--- config.mk ---
export PLATFORM = sky130hd
export DESIGN_NAME = scu_rx_status
export DESIGN_NICKNAME = d
export VERILOG_FILES = /design/src/scu_pkg.sv /design/src/scu_rx_status.sv
export SDC_FILE = /design/constraint.sdc
export NUM_CORES = 1
export LEC_CHECK = 0
export BUFFER_PORTS_ARGS = -buffer_cell sky130_fd_sc_hd__buf_4
export CAP_MARGIN = 10
export CORE_UTILIZATION = 60
export CTS_BUF_LIST = sky130_fd_sc_hd__clkbuf_8
export DETAILED_ROUTE_END_ITERATION = 6
export PLACE_DENSITY = 0.91
export SYNTH_ARGS = -nofsm -noshare
export SYNTH_HDL_FRONTEND = slang
export SYNTH_SLANG_ARGS = --single-unit
--- constraint.sdc ---
create_clock -name clk -period 4.3 [get_ports clk]
set_input_delay 0.43 -clock clk [delete_from_list [all_inputs] [get_ports clk]]
set_output_delay 0.43 -clock clk [all_outputs]
set_load 0.05 [all_outputs]
--- src/scu_pkg.sv ---
package scu_pkg;
    // register offsets on the microcontroller data port
    localparam logic [3:0] MIXED_STATUS_ADDR = 4'hc;
    localparam logic [3:0] FIFO_CTRL_ADDR = 4'hc;
    localparam logic [3:0] RECEIVE_DATA_ADDR = 4'hd;
    localparam logic [3:0] UART_STATUS_ADDR = 4'he;
    // mixed status bit positions
    localparam int MS_CLOCK_SWITCH_DONE_BIT = 7;
    localparam int MS_FE_BIT = 6;
    localparam int MS_BGT_BIT = 5;
    localparam int MS_PRES_BIT = 2;
    localparam int MS_TBRB_BIT = 0;
    // uart status bit positions (only the bits kept by this block)
    localparam int US_PE_BIT = 3;
    localparam int US_TBRB_BIT = 0;
    // fifo control field positions
    localparam int FC_PEC_LSB = 4;
    localparam int FC_FL_LSB = 0;
    localparam logic [2:0] FC_RESET = 3'h0;
    // timing
    localparam int CLK_PERIOD_NS = 20;
    localparam int PE_CLEAR_DELAY_NS = 2000;
    localparam int PE_CLEAR_CYCLES_INT = (PE_CLEAR_DELAY_NS / CLK_PERIOD_NS) < 1 ? 1
                                         : (PE_CLEAR_DELAY_NS / CLK_PERIOD_NS);
    localparam logic [7:0] PE_CLEAR_CYCLES = 8'(PE_CLEAR_CYCLES_INT);
    localparam logic [15:0] ETU_CYCLES = 16'h0174;
    localparam logic [15:0] ETU_HALF_CYCLES = 16'h00ba;
    localparam logic [4:0] BGT_ETU_T1 = 5'h16;
    localparam logic [4:0] BGT_ETU_T0 = 5'h10;
    // character framing: 8 data bits and parity after the start bit
    localparam logic [3:0] RX_LAST_BIT = 4'h8;
    localparam int FIFO_DEPTH_MAX = 8;
    localparam logic [3:0] FIFO_COUNT_EMPTY = 4'h0;
    localparam logic [7:0] RECEIVE_DATA_RESET = 8'h00;
    typedef enum logic [1:0] {
        SCU_RX_IDLE,
        SCU_RX_START,
        SCU_RX_BITS
    } scu_rx_state_t;
endpackage

--- src/scu_rx_status.sv ---
`timescale 1ns/1ps
module scu_rx_status (
    input wire logic clk,
    input wire logic sys_rst,
    input wire logic [3:0] reg_addr,
    input wire logic reg_rd,
    input wire logic reg_wr,
    input wire logic [7:0] reg_wdata,
    output logic [7:0] reg_rdata,
    input wire logic card_io,
    input wire logic sync_card,
    input wire logic protocol_t1,
    input wire logic inverse_convention,
    input wire logic card_present,
    input wire logic uart_reset_control,
    input wire logic clk_switch_osc_done,
    input wire logic clk_switch_xtal_done,
    input wire logic tx_mode,
    input wire logic tx_char_written,
    input wire logic tx_char_sent,
    input wire logic tx_parity_ok,
    input wire logic last_character_mode,
    output logic interrupt_out_low_n,
    output logic parity_error_flag,
    output logic receive_full_flag,
    output logic fifo_empty_flag,
    output logic block_guard_flag,
    output logic clock_switch_done,
    output logic card_present_flag,
    output logic tx_empty_rx_full_flag
);
    scu_pkg::scu_rx_state_t rx_state;
    logic io_q;
    logic [15:0] rx_cyc;
    logic [3:0] rx_bit;
    logic [8:0] rx_raw;
    logic rx_start;
    logic rx_done;
    logic [7:0] rx_byte;
    logic rx_par_ok;
    logic [7:0] fifo_mem [scu_pkg::FIFO_DEPTH_MAX];
    logic [2:0] wr_ptr;
    logic [2:0] rd_ptr;
    logic [3:0] fifo_count;
    logic [3:0] next_count;
    logic [3:0] fifo_depth;
    logic [2:0] fifo_len;
    logic [2:0] pe_limit;
    logic [3:0] pe_count;
    logic pe_armed;
    logic [7:0] pe_clr_cnt;
    logic push;
    logic pop;
    logic urr_read;
    logic usr_read;
    logic fcr_write;
    logic pe_set;
    logic [15:0] bgt_cyc;
    logic [4:0] bgt_etu;
    logic bgt_run;
    logic [4:0] bgt_limit;
    logic tx_mode_q;
    logic full_q;

    // convert a framed character to direct convention, flag parity
    function automatic logic [8:0] scu_decode(input logic [8:0] raw, input logic inv);
        logic [8:0] lv;
        logic [7:0] b;
        lv = inv ? ~raw : raw;
        for (int i = 0; i < 8; i++) begin
            b[i] = inv ? lv[7 - i] : lv[i];
        end
        return {~(^lv), b};
    endfunction

    assign {rx_par_ok, rx_byte} = scu_decode(rx_raw, inverse_convention);
    assign urr_read = reg_rd && (reg_addr == scu_pkg::RECEIVE_DATA_ADDR);
    assign usr_read = reg_rd && (reg_addr == scu_pkg::UART_STATUS_ADDR);
    assign fcr_write = reg_wr && (reg_addr == scu_pkg::FIFO_CTRL_ADDR);
    assign fifo_depth = {1'b0, fifo_len} + 4'h1;
    // a T=0 parity failure never enters the fifo; an overflowing byte is lost
    assign push = rx_done && (rx_par_ok || protocol_t1) && (fifo_count < fifo_depth)
                  && !sync_card;
    assign pop = urr_read && (fifo_count != scu_pkg::FIFO_COUNT_EMPTY) && !sync_card;
    assign next_count = fifo_count + {3'h0, push} - {3'h0, pop};
    assign pe_set = rx_done && !rx_par_ok && !sync_card
                    && (protocol_t1 || (pe_armed && pe_count[2:0] == pe_limit));
    assign bgt_limit = protocol_t1 ? scu_pkg::BGT_ETU_T1 : scu_pkg::BGT_ETU_T0;

    // line sampling, inputs already synchronous
    always_ff @(posedge clk or posedge sys_rst) begin
        if (sys_rst) begin
            io_q <= 1'b1;
        end else begin
            io_q <= card_io;
        end
    end

    // character receiver: mid-bit sampling of start, 8 data and parity
    always_ff @(posedge clk or posedge sys_rst) begin
        if (sys_rst) begin
            rx_state <= scu_pkg::SCU_RX_IDLE;
            rx_cyc <= 16'h0000;
            rx_bit <= 4'h0;
            rx_raw <= 9'h000;
            rx_done <= 1'b0;
            rx_start <= 1'b0;
        end else begin
            rx_done <= 1'b0;
            rx_start <= 1'b0;
            case (rx_state)
                scu_pkg::SCU_RX_IDLE: begin
                    if (io_q && !card_io && !sync_card) begin
                        rx_state <= scu_pkg::SCU_RX_START;
                        rx_cyc <= scu_pkg::ETU_HALF_CYCLES;
                        rx_start <= 1'b1;
                    end
                end
                scu_pkg::SCU_RX_START: begin
                    if (rx_cyc != 16'h0000) begin
                        rx_cyc <= rx_cyc - 16'h0001;
                    end else if (!io_q) begin
                        rx_state <= scu_pkg::SCU_RX_BITS;
                        rx_cyc <= scu_pkg::ETU_CYCLES - 16'h0001;
                        rx_bit <= 4'h0;
                    end else begin
                        rx_state <= scu_pkg::SCU_RX_IDLE; // glitch, not a start bit
                    end
                end
                scu_pkg::SCU_RX_BITS: begin
                    if (rx_cyc != 16'h0000) begin
                        rx_cyc <= rx_cyc - 16'h0001;
                    end else begin
                        rx_raw[rx_bit] <= io_q;
                        rx_cyc <= scu_pkg::ETU_CYCLES - 16'h0001;
                        rx_bit <= rx_bit + 4'h1;
                        if (rx_bit == scu_pkg::RX_LAST_BIT) begin
                            rx_state <= scu_pkg::SCU_RX_IDLE;
                            rx_done <= 1'b1;
                        end
                    end
                end
                default: rx_state <= scu_pkg::SCU_RX_IDLE;
            endcase
        end
    end

    // fifo storage, written oldest-first and read in the same order
    always_ff @(posedge clk) begin
        if (push) begin
            fifo_mem[wr_ptr] <= rx_byte;
        end
    end

    // fifo pointers and occupancy
    always_ff @(posedge clk or posedge sys_rst) begin
        if (sys_rst) begin
            wr_ptr <= 3'h0;
            rd_ptr <= 3'h0;
            fifo_count <= scu_pkg::FIFO_COUNT_EMPTY;
        end else begin
            // pointers wrap at the programmed depth so entries stay in order
            if (push) begin
                wr_ptr <= (wr_ptr == fifo_len) ? 3'h0 : wr_ptr + 3'h1;
            end
            if (pop) begin
                rd_ptr <= (rd_ptr == fifo_len) ? 3'h0 : rd_ptr + 3'h1;
            end
            fifo_count <= next_count;
        end
    end

    // fifo flags follow the next occupancy so they never lag the count
    always_ff @(posedge clk or posedge sys_rst) begin
        if (sys_rst) begin
            fifo_empty_flag <= 1'b1;
            receive_full_flag <= 1'b0;
        end else begin
            fifo_empty_flag <= (next_count == scu_pkg::FIFO_COUNT_EMPTY);
            receive_full_flag <= (next_count >= fifo_depth);
        end
    end

    // fifo control written by software: depth and parity limit
    always_ff @(posedge clk or posedge sys_rst) begin
        if (sys_rst) begin
            fifo_len <= scu_pkg::FC_RESET;
            pe_limit <= scu_pkg::FC_RESET;
        end else if (fcr_write) begin
            fifo_len <= reg_wdata[scu_pkg::FC_FL_LSB +: 3];
            pe_limit <= reg_wdata[scu_pkg::FC_PEC_LSB +: 3];
        end
    end

    // T=0 error counter; disarmed once the limit hits until software rewrites it
    always_ff @(posedge clk or posedge sys_rst) begin
        if (sys_rst) begin
            pe_count <= 4'h0;
            pe_armed <= 1'b1;
        end else if (fcr_write) begin
            pe_count <= 4'h0;
            pe_armed <= 1'b1;
        end else if (rx_done && !protocol_t1 && !sync_card && pe_armed) begin
            if (rx_par_ok) begin
                pe_count <= 4'h0;
            end else if (pe_count[2:0] == pe_limit) begin
                pe_armed <= 1'b0;
            end else begin
                pe_count <= pe_count + 4'h1;
            end
        end
    end

    // parity flag with delayed clear after a status read; a new error wins
    always_ff @(posedge clk or posedge sys_rst) begin
        if (sys_rst) begin
            parity_error_flag <= 1'b0;
            pe_clr_cnt <= 8'h00;
        end else begin
            if (usr_read && parity_error_flag) begin
                pe_clr_cnt <= scu_pkg::PE_CLEAR_CYCLES;
            end else if (pe_clr_cnt != 8'h00) begin
                pe_clr_cnt <= pe_clr_cnt - 8'h01;
            end
            if (pe_set) begin
                parity_error_flag <= 1'b1;
            end else if (pe_clr_cnt == 8'h01) begin
                parity_error_flag <= 1'b0;
            end
        end
    end

    // interrupt: parity error flag (T=0 limit, any T=1 error), or receive buffer full (never before full)
    always_ff @(posedge clk or posedge sys_rst) begin
        if (sys_rst) begin
            interrupt_out_low_n <= 1'b1;
        end else begin
            interrupt_out_low_n <= !(parity_error_flag || receive_full_flag);
        end
    end

    // block guard counter, restarted by each start bit seen on the line
    always_ff @(posedge clk or posedge sys_rst) begin
        if (sys_rst) begin
            bgt_cyc <= 16'h0000;
            bgt_etu <= 5'h00;
            bgt_run <= 1'b0;
            block_guard_flag <= 1'b0;
        end else if (rx_start) begin
            bgt_cyc <= 16'h0000;
            bgt_etu <= 5'h00;
            bgt_run <= 1'b1;
            block_guard_flag <= 1'b0;
        end else if (bgt_run) begin
            if (bgt_cyc == scu_pkg::ETU_CYCLES - 16'h0001) begin
                bgt_cyc <= 16'h0000;
                bgt_etu <= bgt_etu + 5'h01;
            end else begin
                bgt_cyc <= bgt_cyc + 16'h0001;
            end
            if (bgt_etu == bgt_limit) begin
                block_guard_flag <= 1'b1;
                bgt_run <= 1'b0;
            end
        end
    end

    // clock switch completion; uart reset control low forces it clear
    always_ff @(posedge clk or posedge sys_rst) begin
        if (sys_rst) begin
            clock_switch_done <= 1'b0;
        end else if (!uart_reset_control) begin
            clock_switch_done <= 1'b0;
        end else if (clk_switch_osc_done) begin
            clock_switch_done <= 1'b1;
        end else if (clk_switch_xtal_done) begin
            clock_switch_done <= 1'b0;
        end
    end

    // presence contact, registered for a clean status bit
    always_ff @(posedge clk or posedge sys_rst) begin
        if (sys_rst) begin
            card_present_flag <= 1'b0;
        end else begin
            card_present_flag <= card_present;
        end
    end

    // tx empty / rx full: set events win over software clears
    always_ff @(posedge clk or posedge sys_rst) begin
        if (sys_rst) begin
            tx_empty_rx_full_flag <= 1'b0;
            tx_mode_q <= 1'b0;
            full_q <= 1'b0;
        end else begin
            tx_mode_q <= tx_mode;
            full_q <= receive_full_flag;
            if (!uart_reset_control) begin
                tx_empty_rx_full_flag <= 1'b0;
            end else if ((tx_mode && !tx_mode_q)
                         || (tx_char_sent && !(last_character_mode && tx_parity_ok))
                         || (receive_full_flag && !full_q)) begin
                tx_empty_rx_full_flag <= 1'b1;
            end else if (tx_char_written || urr_read || (!tx_mode && tx_mode_q)) begin
                tx_empty_rx_full_flag <= 1'b0;
            end
        end
    end

    // register read port; writes to read-only offsets are ignored
    always_ff @(posedge clk or posedge sys_rst) begin
        if (sys_rst) begin
            reg_rdata <= scu_pkg::RECEIVE_DATA_RESET;
        end else if (reg_rd) begin
            reg_rdata <= 8'h00;
            case (reg_addr)
                scu_pkg::MIXED_STATUS_ADDR: begin
                    reg_rdata[scu_pkg::MS_CLOCK_SWITCH_DONE_BIT] <= clock_switch_done;
                    reg_rdata[scu_pkg::MS_FE_BIT] <= fifo_empty_flag;
                    reg_rdata[scu_pkg::MS_BGT_BIT] <= block_guard_flag;
                    reg_rdata[scu_pkg::MS_PRES_BIT] <= card_present_flag;
                    reg_rdata[scu_pkg::MS_TBRB_BIT] <= tx_empty_rx_full_flag;
                end
                scu_pkg::RECEIVE_DATA_ADDR: begin
                    if (sync_card) begin
                        reg_rdata[0] <= io_q;
                    end else begin
                        reg_rdata <= fifo_mem[rd_ptr];
                    end
                end
                scu_pkg::UART_STATUS_ADDR: begin
                    reg_rdata[scu_pkg::US_PE_BIT] <= parity_error_flag;
                    reg_rdata[scu_pkg::US_TBRB_BIT] <= tx_empty_rx_full_flag;
                end
                default: reg_rdata <= 8'h00;
            endcase
        end
    end

    property p_fifo_empty;
        @(posedge clk) disable iff (sys_rst) fifo_empty_flag == (fifo_count == scu_pkg::FIFO_COUNT_EMPTY);
    endproperty
    a_fifo_empty: assert property (p_fifo_empty) else $error("empty flag disagrees with fifo");

    property p_rx_full;
        @(posedge clk) disable iff (sys_rst) receive_full_flag == (fifo_count >= fifo_depth);
    endproperty
    a_rx_full: assert property (p_rx_full) else $error("full flag disagrees with fifo");

    property p_t0_drop;
        @(posedge clk) disable iff (sys_rst)
            (rx_done && !rx_par_ok && !protocol_t1 && !pop) |=> fifo_count == $past(fifo_count);
    endproperty
    a_t0_drop: assert property (p_t0_drop) else $error("T0 parity error byte stored");

    property p_t1_keep;
        @(posedge clk) disable iff (sys_rst)
            (rx_done && !rx_par_ok && protocol_t1 && !sync_card && !pop && fifo_count < fifo_depth)
            |=> (fifo_count == $past(fifo_count) + 4'h1) && parity_error_flag;
    endproperty
    a_t1_keep: assert property (p_t1_keep) else $error("T1 parity error char lost");

    property p_pe_irq;
        @(posedge clk) disable iff (sys_rst) $rose(parity_error_flag) |=> !interrupt_out_low_n;
    endproperty
    a_pe_irq: assert property (p_pe_irq) else $error("interrupt not driven low");

    property p_bgt_expiry;
        @(posedge clk) disable iff (sys_rst) $rose(block_guard_flag) |-> $past(bgt_etu) == bgt_limit;
    endproperty
    a_bgt_expiry: assert property (p_bgt_expiry) else $error("guard flag at wrong count");

    property p_sync_bit;
        @(posedge clk) disable iff (sys_rst)
            (urr_read && sync_card) |=> reg_rdata == {7'h00, $past(io_q)};
    endproperty
    a_sync_bit: assert property (p_sync_bit) else $error("sync card read wrong");

    property p_pe_clear;
        @(posedge clk) disable iff (sys_rst)
            $fell(parity_error_flag) |-> $past(pe_clr_cnt) == 8'h01;
    endproperty
    a_pe_clear: assert property (p_pe_clear) else $error("parity flag cleared early");

    property p_presence;
        @(posedge clk) disable iff (sys_rst) !$past(sys_rst) |-> card_present_flag == $past(card_present);
    endproperty
    a_presence: assert property (p_presence) else $error("presence bit stale");

    property p_riu_clear;
        @(posedge clk) disable iff (sys_rst)
            !uart_reset_control |=> !tx_empty_rx_full_flag && !clock_switch_done;
    endproperty
    a_riu_clear: assert property (p_riu_clear) else $error("reset control did not clear");
endmodule

==> impl_metrics.env, run 1 <==
export IMPL_synth_top_area_frac=0.305
export IMPL_finalWirelength_mm=17.3
export IMPL_async_reset_ff_frac=0.614
export IMPL_finalCritPeriodShare=0.978
export IMPL_synthTopCellsByArea="dfrtp_1, edfxtp_1, mux4_2, ha_1, nor2_1"
export IMPL_routabilityCongestion=0.894
export IMPL_reg2regPathDepth=15
export IMPL_synth_top_cell_by_area="dfrtp_1"
export IMPL_drt_initial_drc_count=453
export IMPL_synth_area_per_cell_um2=12.0
export IMPL_yosysMostFrequentCell="dfrtp_1"
export IMPL_worst_path_max_delay_cell="fa_1"
export IMPL_start_util=0.627
export IMPL_grt_pass1_wl_mm=28.2
export IMPL_io_buffer_count=42
export IMPL_wire_per_inst_um=19.2
export IMPL_vias_per_cell=6.26
export IMPL_path_max_fanout=7
export IMPL_crit_family="adder cells"
export IMPL_yosysUniqueCellTypes=72
export IMPL_violations="design-rule violations"
export IMPL_ios=45
export IMPL_fin_tns_setup_ps=0
export IMPL_crit_chain="ha_1 -> inv_1 -> ha_1 -> o21a_1 -> o311ai_1 -> nand3_1 -> a21o_1 -> ha_1 -> inv_1 -> ha_1 -> fa_1 -> ha_1 -> a21o_1 -> maj3_1 -> a21o_1"
export IMPL_fin_crit_ps=4210
export IMPL_core_area_mm2=0.0128
export IMPL_yosysWarningCount=0
export IMPL_arrival_ps=4550
export IMPL_cp_num_buf_inv=2
export IMPL_grt_total_usage=0.261
export IMPL_worstMarginPinSlew_ps=1110
export IMPL_cts_buffer_depth=2
export IMPL_clockRootBuffer="clkbuf_8"
export IMPL_synth_common_cells="dfrtp_1, nor2_1, edfxtp_1"
export IMPL_n_antenna_cell=0
export IMPL_skew_ps=13.3
export IMPL_grt_overflow_total=0
export IMPL_r2r_end="receive_full_flag$_DFF_PP0_"
export IMPL_rows=41
export IMPL_die_y_um=118
export IMPL_dieArea_mm2=0.0139
export IMPL_grt_max_degree=67
export IMPL_required_ps=4650
export IMPL_clkSlewWorstSetupHoldPaths_ps=90
export IMPL_slew_viol_final=0
export IMPL_start_kind="flip-flop"
export IMPL_synth_edf_count=64
export IMPL_ys_seq_area_frac=0.557
export IMPL_cp_startpoint="fifo_len[0]$_DFFE_PP0P_"
export IMPL_end_kind="flip-flop"
export IMPL_drc_errors=2
export IMPL_clock_sinks=166
export IMPL_cap_violations=0
export IMPL_cts_buffers=17
export IMPL_cp_endpoint="receive_full_flag$_DFF_PP0_"
export IMPL_setup_viol=0
export IMPL_clock_fmax_mhz=238
export IMPL_htree_num_levels=4
export IMPL_setup_slack_ps=93.6
export IMPL_netlist_area_mm2=0.00804
export IMPL_critPathMaxStageDelay_ps=560
export IMPL_hold_buffers=0
export IMPL_rsz0062_at_grt="false"
export IMPL_power_density_mw_per_mm2=418
export IMPL_hpwl_mm=11.8
export IMPL_cp_common_cell="ha_1"
export IMPL_cts_resized=0
export IMPL_antenna_found_initial=0
export IMPL_critical_path_depth=15
export IMPL_ff2ff_setup_slack_ps=90
export IMPL_clock_latency_ps=460
export IMPL_status="finished with violations"
export IMPL_hold_viol=0
export IMPL_p_leak_nw=3.77
export IMPL_synth_cells=668
export IMPL_ys_flop_type="dfrtp_1"
export IMPL_timing_rr_start="fifo_len[0]$_DFFE_PP0P_"
export IMPL_worstSetupPathType="reg2reg"
export IMPL_fillCellCount=842
export IMPL_grt_pass1_vias=5723
export IMPL_hp_class="in2reg"
export IMPL_design_area_mm2=0.00893
export IMPL_post_place_ws_ps=286
export IMPL_antenna_left=0
export IMPL_max_vdd_ir_drop_uv=187
export IMPL_nets=775
export IMPL_post_cts_setup_buffers=0
export IMPL_ys_seq_elements=166
export IMPL_cts_tree="done"
export IMPL_placed_area_mm2=0.00855
export IMPL_relSlewSlack=0.258
export IMPL_vias=5661
export IMPL_syn_nets=724
export IMPL_final_layout_size_suffix_gt1_frac=0.176
export IMPL_die_w_um=118
export IMPL_area_growth_pct=11.1
export IMPL_dr_pass1_iters=7
## registers in the layout, indices dropped and copies added (netlist names), 4 cells and up
| register | flops |
|---|---|
| bgt_cyc | 16 |
| bgt_etu | 5 |
| fifo_count | 4 |
| fifo_mem | 64 |
| pe_clr_cnt | 8 |
| reg_rdata | 8 |
| rx_bit | 4 |
| rx_cyc | 16 |
| rx_raw | 9 |
## layer usage
layer | vias up | part of all wire | wire, um | global-route usage
met5 | - | 0 | 0 | 0
met4 | 0 | 0.030 | 513 | 0.112
met3 | 41 | 0.068 | 1180 | 0.0615
met2 | 240 | 0.50 | 8670 | 0.434
met1 | 2815 | 0.40 | 6970 | 0.326
li1 | 2565 | - | - | -
## report_power, final
part           internal [mW]  switching, mW  total (mW)
Sequential              1.75          0.143        1.89
Clock                  0.526          0.568        1.09
Combinational          0.337          0.412       0.749
## per-stage QoR
stage / cells / hold WS [ps] / total power, mW / util
CTS: 904 / 70.6 / 3.73 / 0.696
finish: 904 / 83.3 / 3.74 / 0.696
detailed placement: 872 / 436 / 2.63 / 0.667
global route: 904 / 64.5 / 3.89 / 0.696
global placement: 872 / 444 / 2.56 / 0.667
floorplan: 668 / 434 / 2.42 / -
## final cells by class
cell class / instances / area [um2] / area share
Multi-Input combinational cell: 444 / 3320 / 0.372
Timing Repair Buffer: 52 / 390 / 0.0437
Clock buffer: 18 / 248 / 0.0277
Inverter: 38 / 145 / 0.0162
Tap cell: 172 / 215 / 0.0241
Sequential cell: 166 / 4480 / 0.501
Clock inverter: 14 / 133 / 0.0148
## how the worst min path moves through the flow
stage | slack [ps] | endpoint | from | cells after the start
after floorplan | 430 | io_q$_DFF_PP1_ | card_io | 0
after global placement | 440 | full_q$_DFF_PP0_ | receive_full_flag$_DFF_PP0_ | 0
after detailed placement | 440 | full_q$_DFF_PP0_ | receive_full_flag$_DFF_PP0_ | 0
after CTS | 70 | card_present_flag$_DFF_PP0_ | card_present | 1
after global routing | 60 | card_present_flag$_DFF_PP0_ | card_present | 1
final | 80 | card_present_flag$_DFF_PP0_ | card_present | 1
## cell families (layout without fill, tap and decap cells)
group                    count (synthesis)  count (layout)  synth area share
buffers and inverters                   58             122            0.0299
XOR/XNOR                                43              43            0.0485
adder cells (fa/ha/maj)                 28              28            0.0442
multiplexers                            43              43            0.0811
AND/OR/NAND/NOR                        215             215             0.141
flip-flops                             166             166             0.557
AO/OA/AOI/OAI                          115             115            0.0980
## cells in the final DEF, fill, tap and decap left out, types with 4 or more instances in the layout
master	instances
nand3_1	26
nand2b_1	6
o21a_1	5
inv_1	40
and3_1	4
clkbuf_8	18
xor2_1	19
mux2_2	13
ha_1	26
nand4_1	10
a21oi_1	13
a21o_1	8
o31ai_1	10
nor3_1	14
mux4_2	16
edfxtp_1	64
xnor2_1	23
dfrtp_1	98
mux2i_1	13
and2_1	6
o211ai_1	4
nor4b_1	4
nor4_1	9
dfstp_2	4
buf_4	52
nand2_1	41
o21ai_0	36
a221oi_1	4
nor2_1	67
a31oi_1	6
Power figures use the tool's default switching activity.
==> run 2: changes to the inputs <==
--- a/config.mk
+++ b/config.mk
@@ -10,7 +10,7 @@
 export CORE_UTILIZATION = 60
 export CTS_BUF_LIST = sky130_fd_sc_hd__clkbuf_8
 export DETAILED_ROUTE_END_ITERATION = 6
-export PLACE_DENSITY = 0.91
+export PLACE_DENSITY = 0.79
 export SYNTH_ARGS = -nofsm -noshare
 export SYNTH_HDL_FRONTEND = slang
 export SYNTH_SLANG_ARGS = --single-unit
==> constraint.sdc (replaced) <==
create_clock -name clk -period 4.3 [get_ports clk]
set_input_delay 1.075 -clock clk [delete_from_list [all_inputs] [get_ports clk]]
set_output_delay 1.075 -clock clk [all_outputs]
set_load 0.05 [all_outputs]
==> run 2 against run 1 <==
- the run now ends clean
- hold slack gained 380 ps
- clock power is essentially flat
- critical path type unchanged
- combinational power shrank 5.1%
==> impl_metrics.env, run 2 (synthesized netlist as in run 1, its figures left out) <==
export IMPL_min_to="interrupt_out_low_n$_DFF_PP1_"
export IMPL_grt_pass1_wl_mm=27.2
export IMPL_core_area_mm2=0.0128
export IMPL_p_clk_frac=0.291
export IMPL_slew_viol_final=0
export IMPL_vias_per_cell=6.01
export IMPL_worstSetupPathType="reg2reg"
export IMPL_arrival_ps=4360
export IMPL_clock_fmax_mhz=251
export IMPL_min_path_cells=1
export IMPL_largest_register="fifo_mem"
export IMPL_cts_tree="done"
export IMPL_seq_area_mm2=0.00448
export IMPL_cp_num_buf_inv=2
export IMPL_antenna_left=0
export IMPL_fillCellCount=900
export IMPL_start_util=0.627
export IMPL_area_growth_pct=11.2
export IMPL_fin_crit_ps=3990
export IMPL_power_density_mw_per_mm2=409
export IMPL_post_place_ws_ps=106
export IMPL_rsz0062_at_grt="false"
export IMPL_final_util=0.697
export IMPL_final_layout_size_suffix_gt1_frac=0.184
export IMPL_nets=777
export IMPL_grt_overflow_total=0
export IMPL_reg_largest_list="fifo_mem: 64 flops, bgt_cyc: 16 flops, rx_cyc: 16 flops"
export IMPL_vias=5443
export IMPL_setup_viol=0
export IMPL_r2r_end="receive_full_flag$_DFF_PP0_"
export IMPL_htree_num_levels=4
export IMPL_relSlewSlack=0.330
export IMPL_clock_sinks=166
export IMPL_cts_buffers=17
export IMPL_finalWirelength_mm=16.2
export IMPL_drc_errors=0
export IMPL_reg2regPathDepth=15
export IMPL_p_leak_nw=3.75
export IMPL_power_frac_seq=0.515
export IMPL_drt_initial_drc_count=515
export IMPL_die_y_um=118
export IMPL_intPower_mw=2.51
export IMPL_cp_common_cell="ha_1"
export IMPL_die_w_um=118
export IMPL_clkSlewWorstSetupHoldPaths_ps=90
export IMPL_crit_family="adder cells"
export IMPL_timing_rr_start="fifo_len[0]$_DFFE_PP0P_"
export IMPL_critPathMaxStageDelay_ps=490
export IMPL_dieArea_mm2=0.0139
export IMPL_ff2ff_setup_slack_ps=310
export IMPL_clockRootBuffer="clkbuf_8"
export IMPL_post_cts_setup_buffers=0
export IMPL_grt_max_degree=83
export IMPL_n_antenna_cell=0
export IMPL_end_kind="flip-flop"
export IMPL_worstMarginPinSlew_ps=1000
export IMPL_cap_violations=0
export IMPL_start_kind="flip-flop"
export IMPL_switching_share=0.314
export IMPL_final_cell_mix="dfrtp_1, nor2_1, edfxtp_1, buf_4, nand2_1"
export IMPL_max_vdd_ir_drop_uv=278
export IMPL_hp_class="reg2reg"
export IMPL_wire_per_inst_um=17.9
export IMPL_cts_buffer_depth=2
export IMPL_largest_reg_flops=64
export IMPL_finalCritPeriodShare=0.928
export IMPL_crit_chain="ha_1 -> inv_1 -> ha_1 -> o21a_1 -> o311ai_0 -> nand3_1 -> a21o_1 -> ha_1 -> inv_1 -> ha_1 -> fa_1 -> ha_1 -> a21o_1 -> maj3_1 -> a21o_1"
export IMPL_hold_buffers=0
export IMPL_p_sw_mw=1.15
export IMPL_hp_start="receive_full_flag$_DFF_PP0_"
export IMPL_grt_pass1_vias=5525
export IMPL_pwr_share_comb=0.195
export IMPL_ios=45
export IMPL_skew_ps=8.45
export IMPL_final_common_cell="dfrtp_1"
export IMPL_hold_viol=0
export IMPL_routabilityCongestion=0.814
export IMPL_io_buffer_count=42
export IMPL_status="complete, no violations"
export IMPL_rows=41
export IMPL_grt_total_usage=0.251
export IMPL_path_max_fanout=7
export IMPL_worst_path_max_delay_cell="dfrtp_1"
export IMPL_required_ps=4670
export IMPL_setup_slack_ps=310
export IMPL_multiInputGateArea_mm2=0.00332
export IMPL_hpwl_mm=11.3
export IMPL_cts_resized=0
export IMPL_clock_latency_ps=470
export IMPL_fin_tns_setup_ps=0
export IMPL_dr_pass1_iters=7
export IMPL_antenna_found_initial=0
run 2: cell types whose count changed in the layout (fill, tap and decap cells not counted):
cell	delta
clkbuf_8	-1
clkinvlp_4	+2
inv_1	-3
inv_8	+4
o311ai_0	+1
buf_4	+2
clkinv_1	-1
clkinv_8	+1
inv_6	+2
o311ai_1	-1
clkinv_4	-1
clkinv_2	-1
bufinv_16	-2
run 2: area by class of cell:
cell class	instances	share of cell area
Inverter	38	0.0162
Timing Repair Buffer	54	0.0454
Tap cell	172	0.0241
Sequential cell	166	0.501
Multi-Input combinational cell	444	0.372
Clock buffer	17	0.0262
Clock inverter	15	0.0154
run 2: through the flow:
step                      area [um2]  hold WS, ps  instances  total power [mW]
after floorplan                 8040          457        668              2.42
after global placement          8570          422        874              2.58
after CTS                       8940          458        906              3.68
after detailed placement        8570          433        874              2.63
final                           8940          458        906              3.65
after global routing            8940          475        906              3.83
run 2: how the worst max path moves through the flow:
stage,endpoint,start,cells past startpoint
after global placement,receive_full_flag$_DFF_PP0_,inverse_convention,13
after global routing,receive_full_flag$_DFF_PP0_,fifo_len[0]$_DFFE_PP0P_,15
after detailed placement,receive_full_flag$_DFF_PP0_,inverse_convention,13
after floorplan,receive_full_flag$_DFF_PP0_,inverse_convention,13
after CTS,receive_full_flag$_DFF_PP0_,fifo_len[0]$_DFFE_PP0P_,15
final,receive_full_flag$_DFF_PP0_,fifo_len[0]$_DFFE_PP0P_,15
run 2: worst reg2reg max path, stage by stage, from the launching register on:
cell	delay, ps
dfrtp_1	490
ha_1	340
inv_1	100
ha_1	230
o21a_1	110
o311ai_0	270
nand3_1	160
a21o_1	200
ha_1	270
inv_1	40
ha_1	190
fa_1	480
ha_1	300
a21o_1	170
maj3_1	360
a21o_1	180
run 2: layer usage:
layer  track usage  up-vias  part of all wire  wire length, um
met5             0        -                 0                0
met1         0.338     2724              0.45             7360
li1              -     2566                 -                -
met3        0.0494       21             0.034              556
met2         0.402      132              0.49             8010
met4         0.102        0             0.016              264
run 2: power groups by stage:
| stage | logic, mW | clock network [mW] | registers (mW) |
|---|---|---|---|
| floorplan | 0.511 | 0 | 1.91 |
| global placement | 0.676 | 0 | 1.91 |
| detailed placement | 0.715 | 0 | 1.91 |
| CTS | 0.717 | 1.08 | 1.88 |
| global route | 0.784 | 1.14 | 1.90 |
| finish | 0.711 | 1.06 | 1.88 |
==> run 3: changes to the inputs <==
--- a/config.mk
+++ b/config.mk
@@ -5,6 +5,7 @@
 export SDC_FILE = /design/constraint.sdc
 export NUM_CORES = 1
 export LEC_CHECK = 0
+export ABC_CLOCK_PERIOD_IN_PS = 5100
 export BUFFER_PORTS_ARGS = -buffer_cell sky130_fd_sc_hd__buf_4
 export CAP_MARGIN = 10
 export CORE_UTILIZATION = 60
==> constraint.sdc (replaced) <==
create_clock -name clk -period 5.1 [get_ports clk]
set_input_delay 1.275 -clock clk [delete_from_list [all_inputs] [get_ports clk]]
set_output_delay 1.275 -clock clk [all_outputs]
set_load 0.05 [all_outputs]
==> run 3 against run 2 <==
- global-route usage fell by 0.15 points
- cell area about the same
- fmax fell by 5.4%
- non-clock buffer count fell by 2
- combinational power down 13%
- sequential power shrank 16%
- hold slack better by 27 ps
- die area stayed put
- first-iteration DRC count decreased by 18%
- largest cell class unchanged
==> impl_metrics.env, run 3 (synthesized netlist as in run 1, its figures left out) <==
export IMPL_nets=775
export IMPL_multiInputGateArea_mm2=0.00332
export IMPL_die_y_um=118
export IMPL_antenna_found_initial=1
export IMPL_relSlewSlack=0.393
export IMPL_htree_num_levels=4
export IMPL_cts_resized=0
export IMPL_dp_cells=872
export IMPL_rsz0062_at_grt="false"
export IMPL_dr_pass1_iters=5
export IMPL_path_max_fanout=12
export IMPL_final_common_cell="dfrtp_1"
export IMPL_grt_total_usage=0.250
export IMPL_finalCritPeriodShare=0.827
export IMPL_vias_per_cell=5.97
export IMPL_wire_per_inst_um=17.5
export IMPL_setup_viol=0
export IMPL_max_vdd_ir_drop_uv=205
export IMPL_grt_pass1_wl_mm=27.0
export IMPL_cts_tree="done"
export IMPL_grt_overflow_total=0
export IMPL_r2r_end="receive_full_flag$_DFF_PP0_"
export IMPL_die_w_um=118
export IMPL_vias=5406
export IMPL_reg_largest_list="fifo_mem: 64 flops, bgt_cyc: 16 flops, rx_cyc: 16 flops"
export IMPL_clockRootBuffer="clkbuf_8"
export IMPL_required_ps=5470
export IMPL_fin_tns_setup_ps=0
export IMPL_start_util=0.627
export IMPL_cap_violations=0
export IMPL_hp_start="receive_full_flag$_DFF_PP0_"
export IMPL_grt_max_degree=69
export IMPL_post_cts_setup_buffers=0
export IMPL_cts_buffer_depth=2
export IMPL_final_cell_mix="dfrtp_1, nor2_1, edfxtp_1, buf_4, nand2_1"
export IMPL_antenna_left=0
export IMPL_core_area_mm2=0.0128
export IMPL_timing_rr_start="fifo_len[0]$_DFFE_PP0P_"
export IMPL_arrival_ps=4580
export IMPL_min_path_cells=1
export IMPL_hp_class="reg2reg"
export IMPL_cts_buffers=17
export IMPL_hold_buffers=0
export IMPL_clock_fmax_mhz=237
export IMPL_reg2regPathDepth=15
export IMPL_final_layout_size_suffix_gt1_frac=0.182
export IMPL_grt_pass1_vias=5411
export IMPL_slew_viol_final=0
export IMPL_worstMarginPinSlew_ps=900
export IMPL_p_leak_nw=3.76
export IMPL_fin_crit_ps=4220
export IMPL_skew_ps=14.4
export IMPL_clkSlewWorstSetupHoldPaths_ps=90
export IMPL_clock_sinks=166
export IMPL_min_to="interrupt_out_low_n$_DFF_PP1_"
export IMPL_routabilityCongestion=0.846
export IMPL_dieArea_mm2=0.0139
export IMPL_end_kind="flip-flop"
export IMPL_status="complete, no violations"
export IMPL_drc_errors=0
export IMPL_fillCellCount=936
export IMPL_largest_reg_flops=64
export IMPL_hold_viol=0
export IMPL_worstSetupPathType="reg2reg"
export IMPL_finalWirelength_mm=15.8
export IMPL_layout_cells_non_filler=905
export IMPL_clock_latency_ps=470
export IMPL_drt_initial_drc_count=420
export IMPL_rows=41
export IMPL_largest_register="fifo_mem"
export IMPL_ff2ff_setup_slack_ps=880
export IMPL_hpwl_mm=11.0
export IMPL_seq_area_mm2=0.00448
export IMPL_start_kind="flip-flop"
export IMPL_ios=45
export IMPL_area_growth_pct=11.3
export IMPL_io_buffer_count=42
export IMPL_power_density_mw_per_mm2=347
==> run 3: changes by cell type in the layout (fill, tap and decap cells not counted), sizes merged <==
cell | previous run | this run
diode | 0 | 1
clkinv | 3 | 6
buf | 54 | 52
inv | 47 | 46
clkinvlp | 3 | 1
==> run 3: worst max path at each step <==
| stage | from | to | depth (start not counted) |
|---|---|---|---|
| after floorplan | inverse_convention | receive_full_flag$_DFF_PP0_ | 13 |
| after global placement | inverse_convention | receive_full_flag$_DFF_PP0_ | 13 |
| after detailed placement | inverse_convention | receive_full_flag$_DFF_PP0_ | 13 |
| after CTS | fifo_len[0]$_DFFE_PP0P_ | receive_full_flag$_DFF_PP0_ | 15 |
| after global routing | fifo_len[0]$_DFFE_PP0P_ | receive_full_flag$_DFF_PP0_ | 15 |
| final | fifo_len[0]$_DFFE_PP0P_ | receive_full_flag$_DFF_PP0_ | 15 |
==> run 3: worst max-delay path, cell delays in order, from the launching register on <==
cell      delay, ps
dfrtp_1         490
ha_1            320
inv_1            50
ha_1            260
o21a_1          120
o311ai_0        290
nand3_1         170
a21o_1          320
ha_1            340
inv_1            40
ha_1            200
fa_1            510
ha_1            320
a21o_1          170
maj3_1          350
a21o_1          180
==> run 3: stage by stage <==
step | util | worst slack [ps] | hold slack (ps) | power [mW] | cell area (um2)
2_1_floorplan | - | 785 | 457 | 2.04 | 8040
3_3_place_gp | 0.667 | 523 | 458 | 2.17 | 8550
3_5_place_dp | 0.667 | 462 | 469 | 2.20 | 8550
4_1_cts | 0.697 | 871 | 486 | 3.13 | 8940
5_1_grt | 0.697 | 715 | 504 | 3.27 | 8940
6_report | 0.698 | 882 | 486 | 3.10 | 8950
==> run 3: metal layers <==
layer	routed length [um]	up-vias	part of all wire	global-route usage
met4	212	0	0.013	0.0785
met5	0	-	0	0
met2	7770	122	0.49	0.395
met1	7070	2702	0.45	0.339
li1	-	2566	-	-
met3	759	16	0.048	0.0640
==> run 3: layout make-up <==
| class | instances | share of cell area |
|---|---|---|
| clock inverters | 15 | 0.0178 |
| inverters | 38 | 0.0162 |
| flip-flops and latches | 166 | 0.501 |
| clock buffers | 17 | 0.0262 |
| well taps | 172 | 0.0241 |
| multi-input cells | 444 | 0.371 |
| repair buffers | 52 | 0.0436 |
| diodes | 1 | 0.000280 |
==> run 3: report_power, final <==
group          total [mW]  switching [mW]  internal (mW)
sequential           1.57          0.0906           1.48
clock               0.919           0.550          0.369
combinational       0.616           0.337          0.279
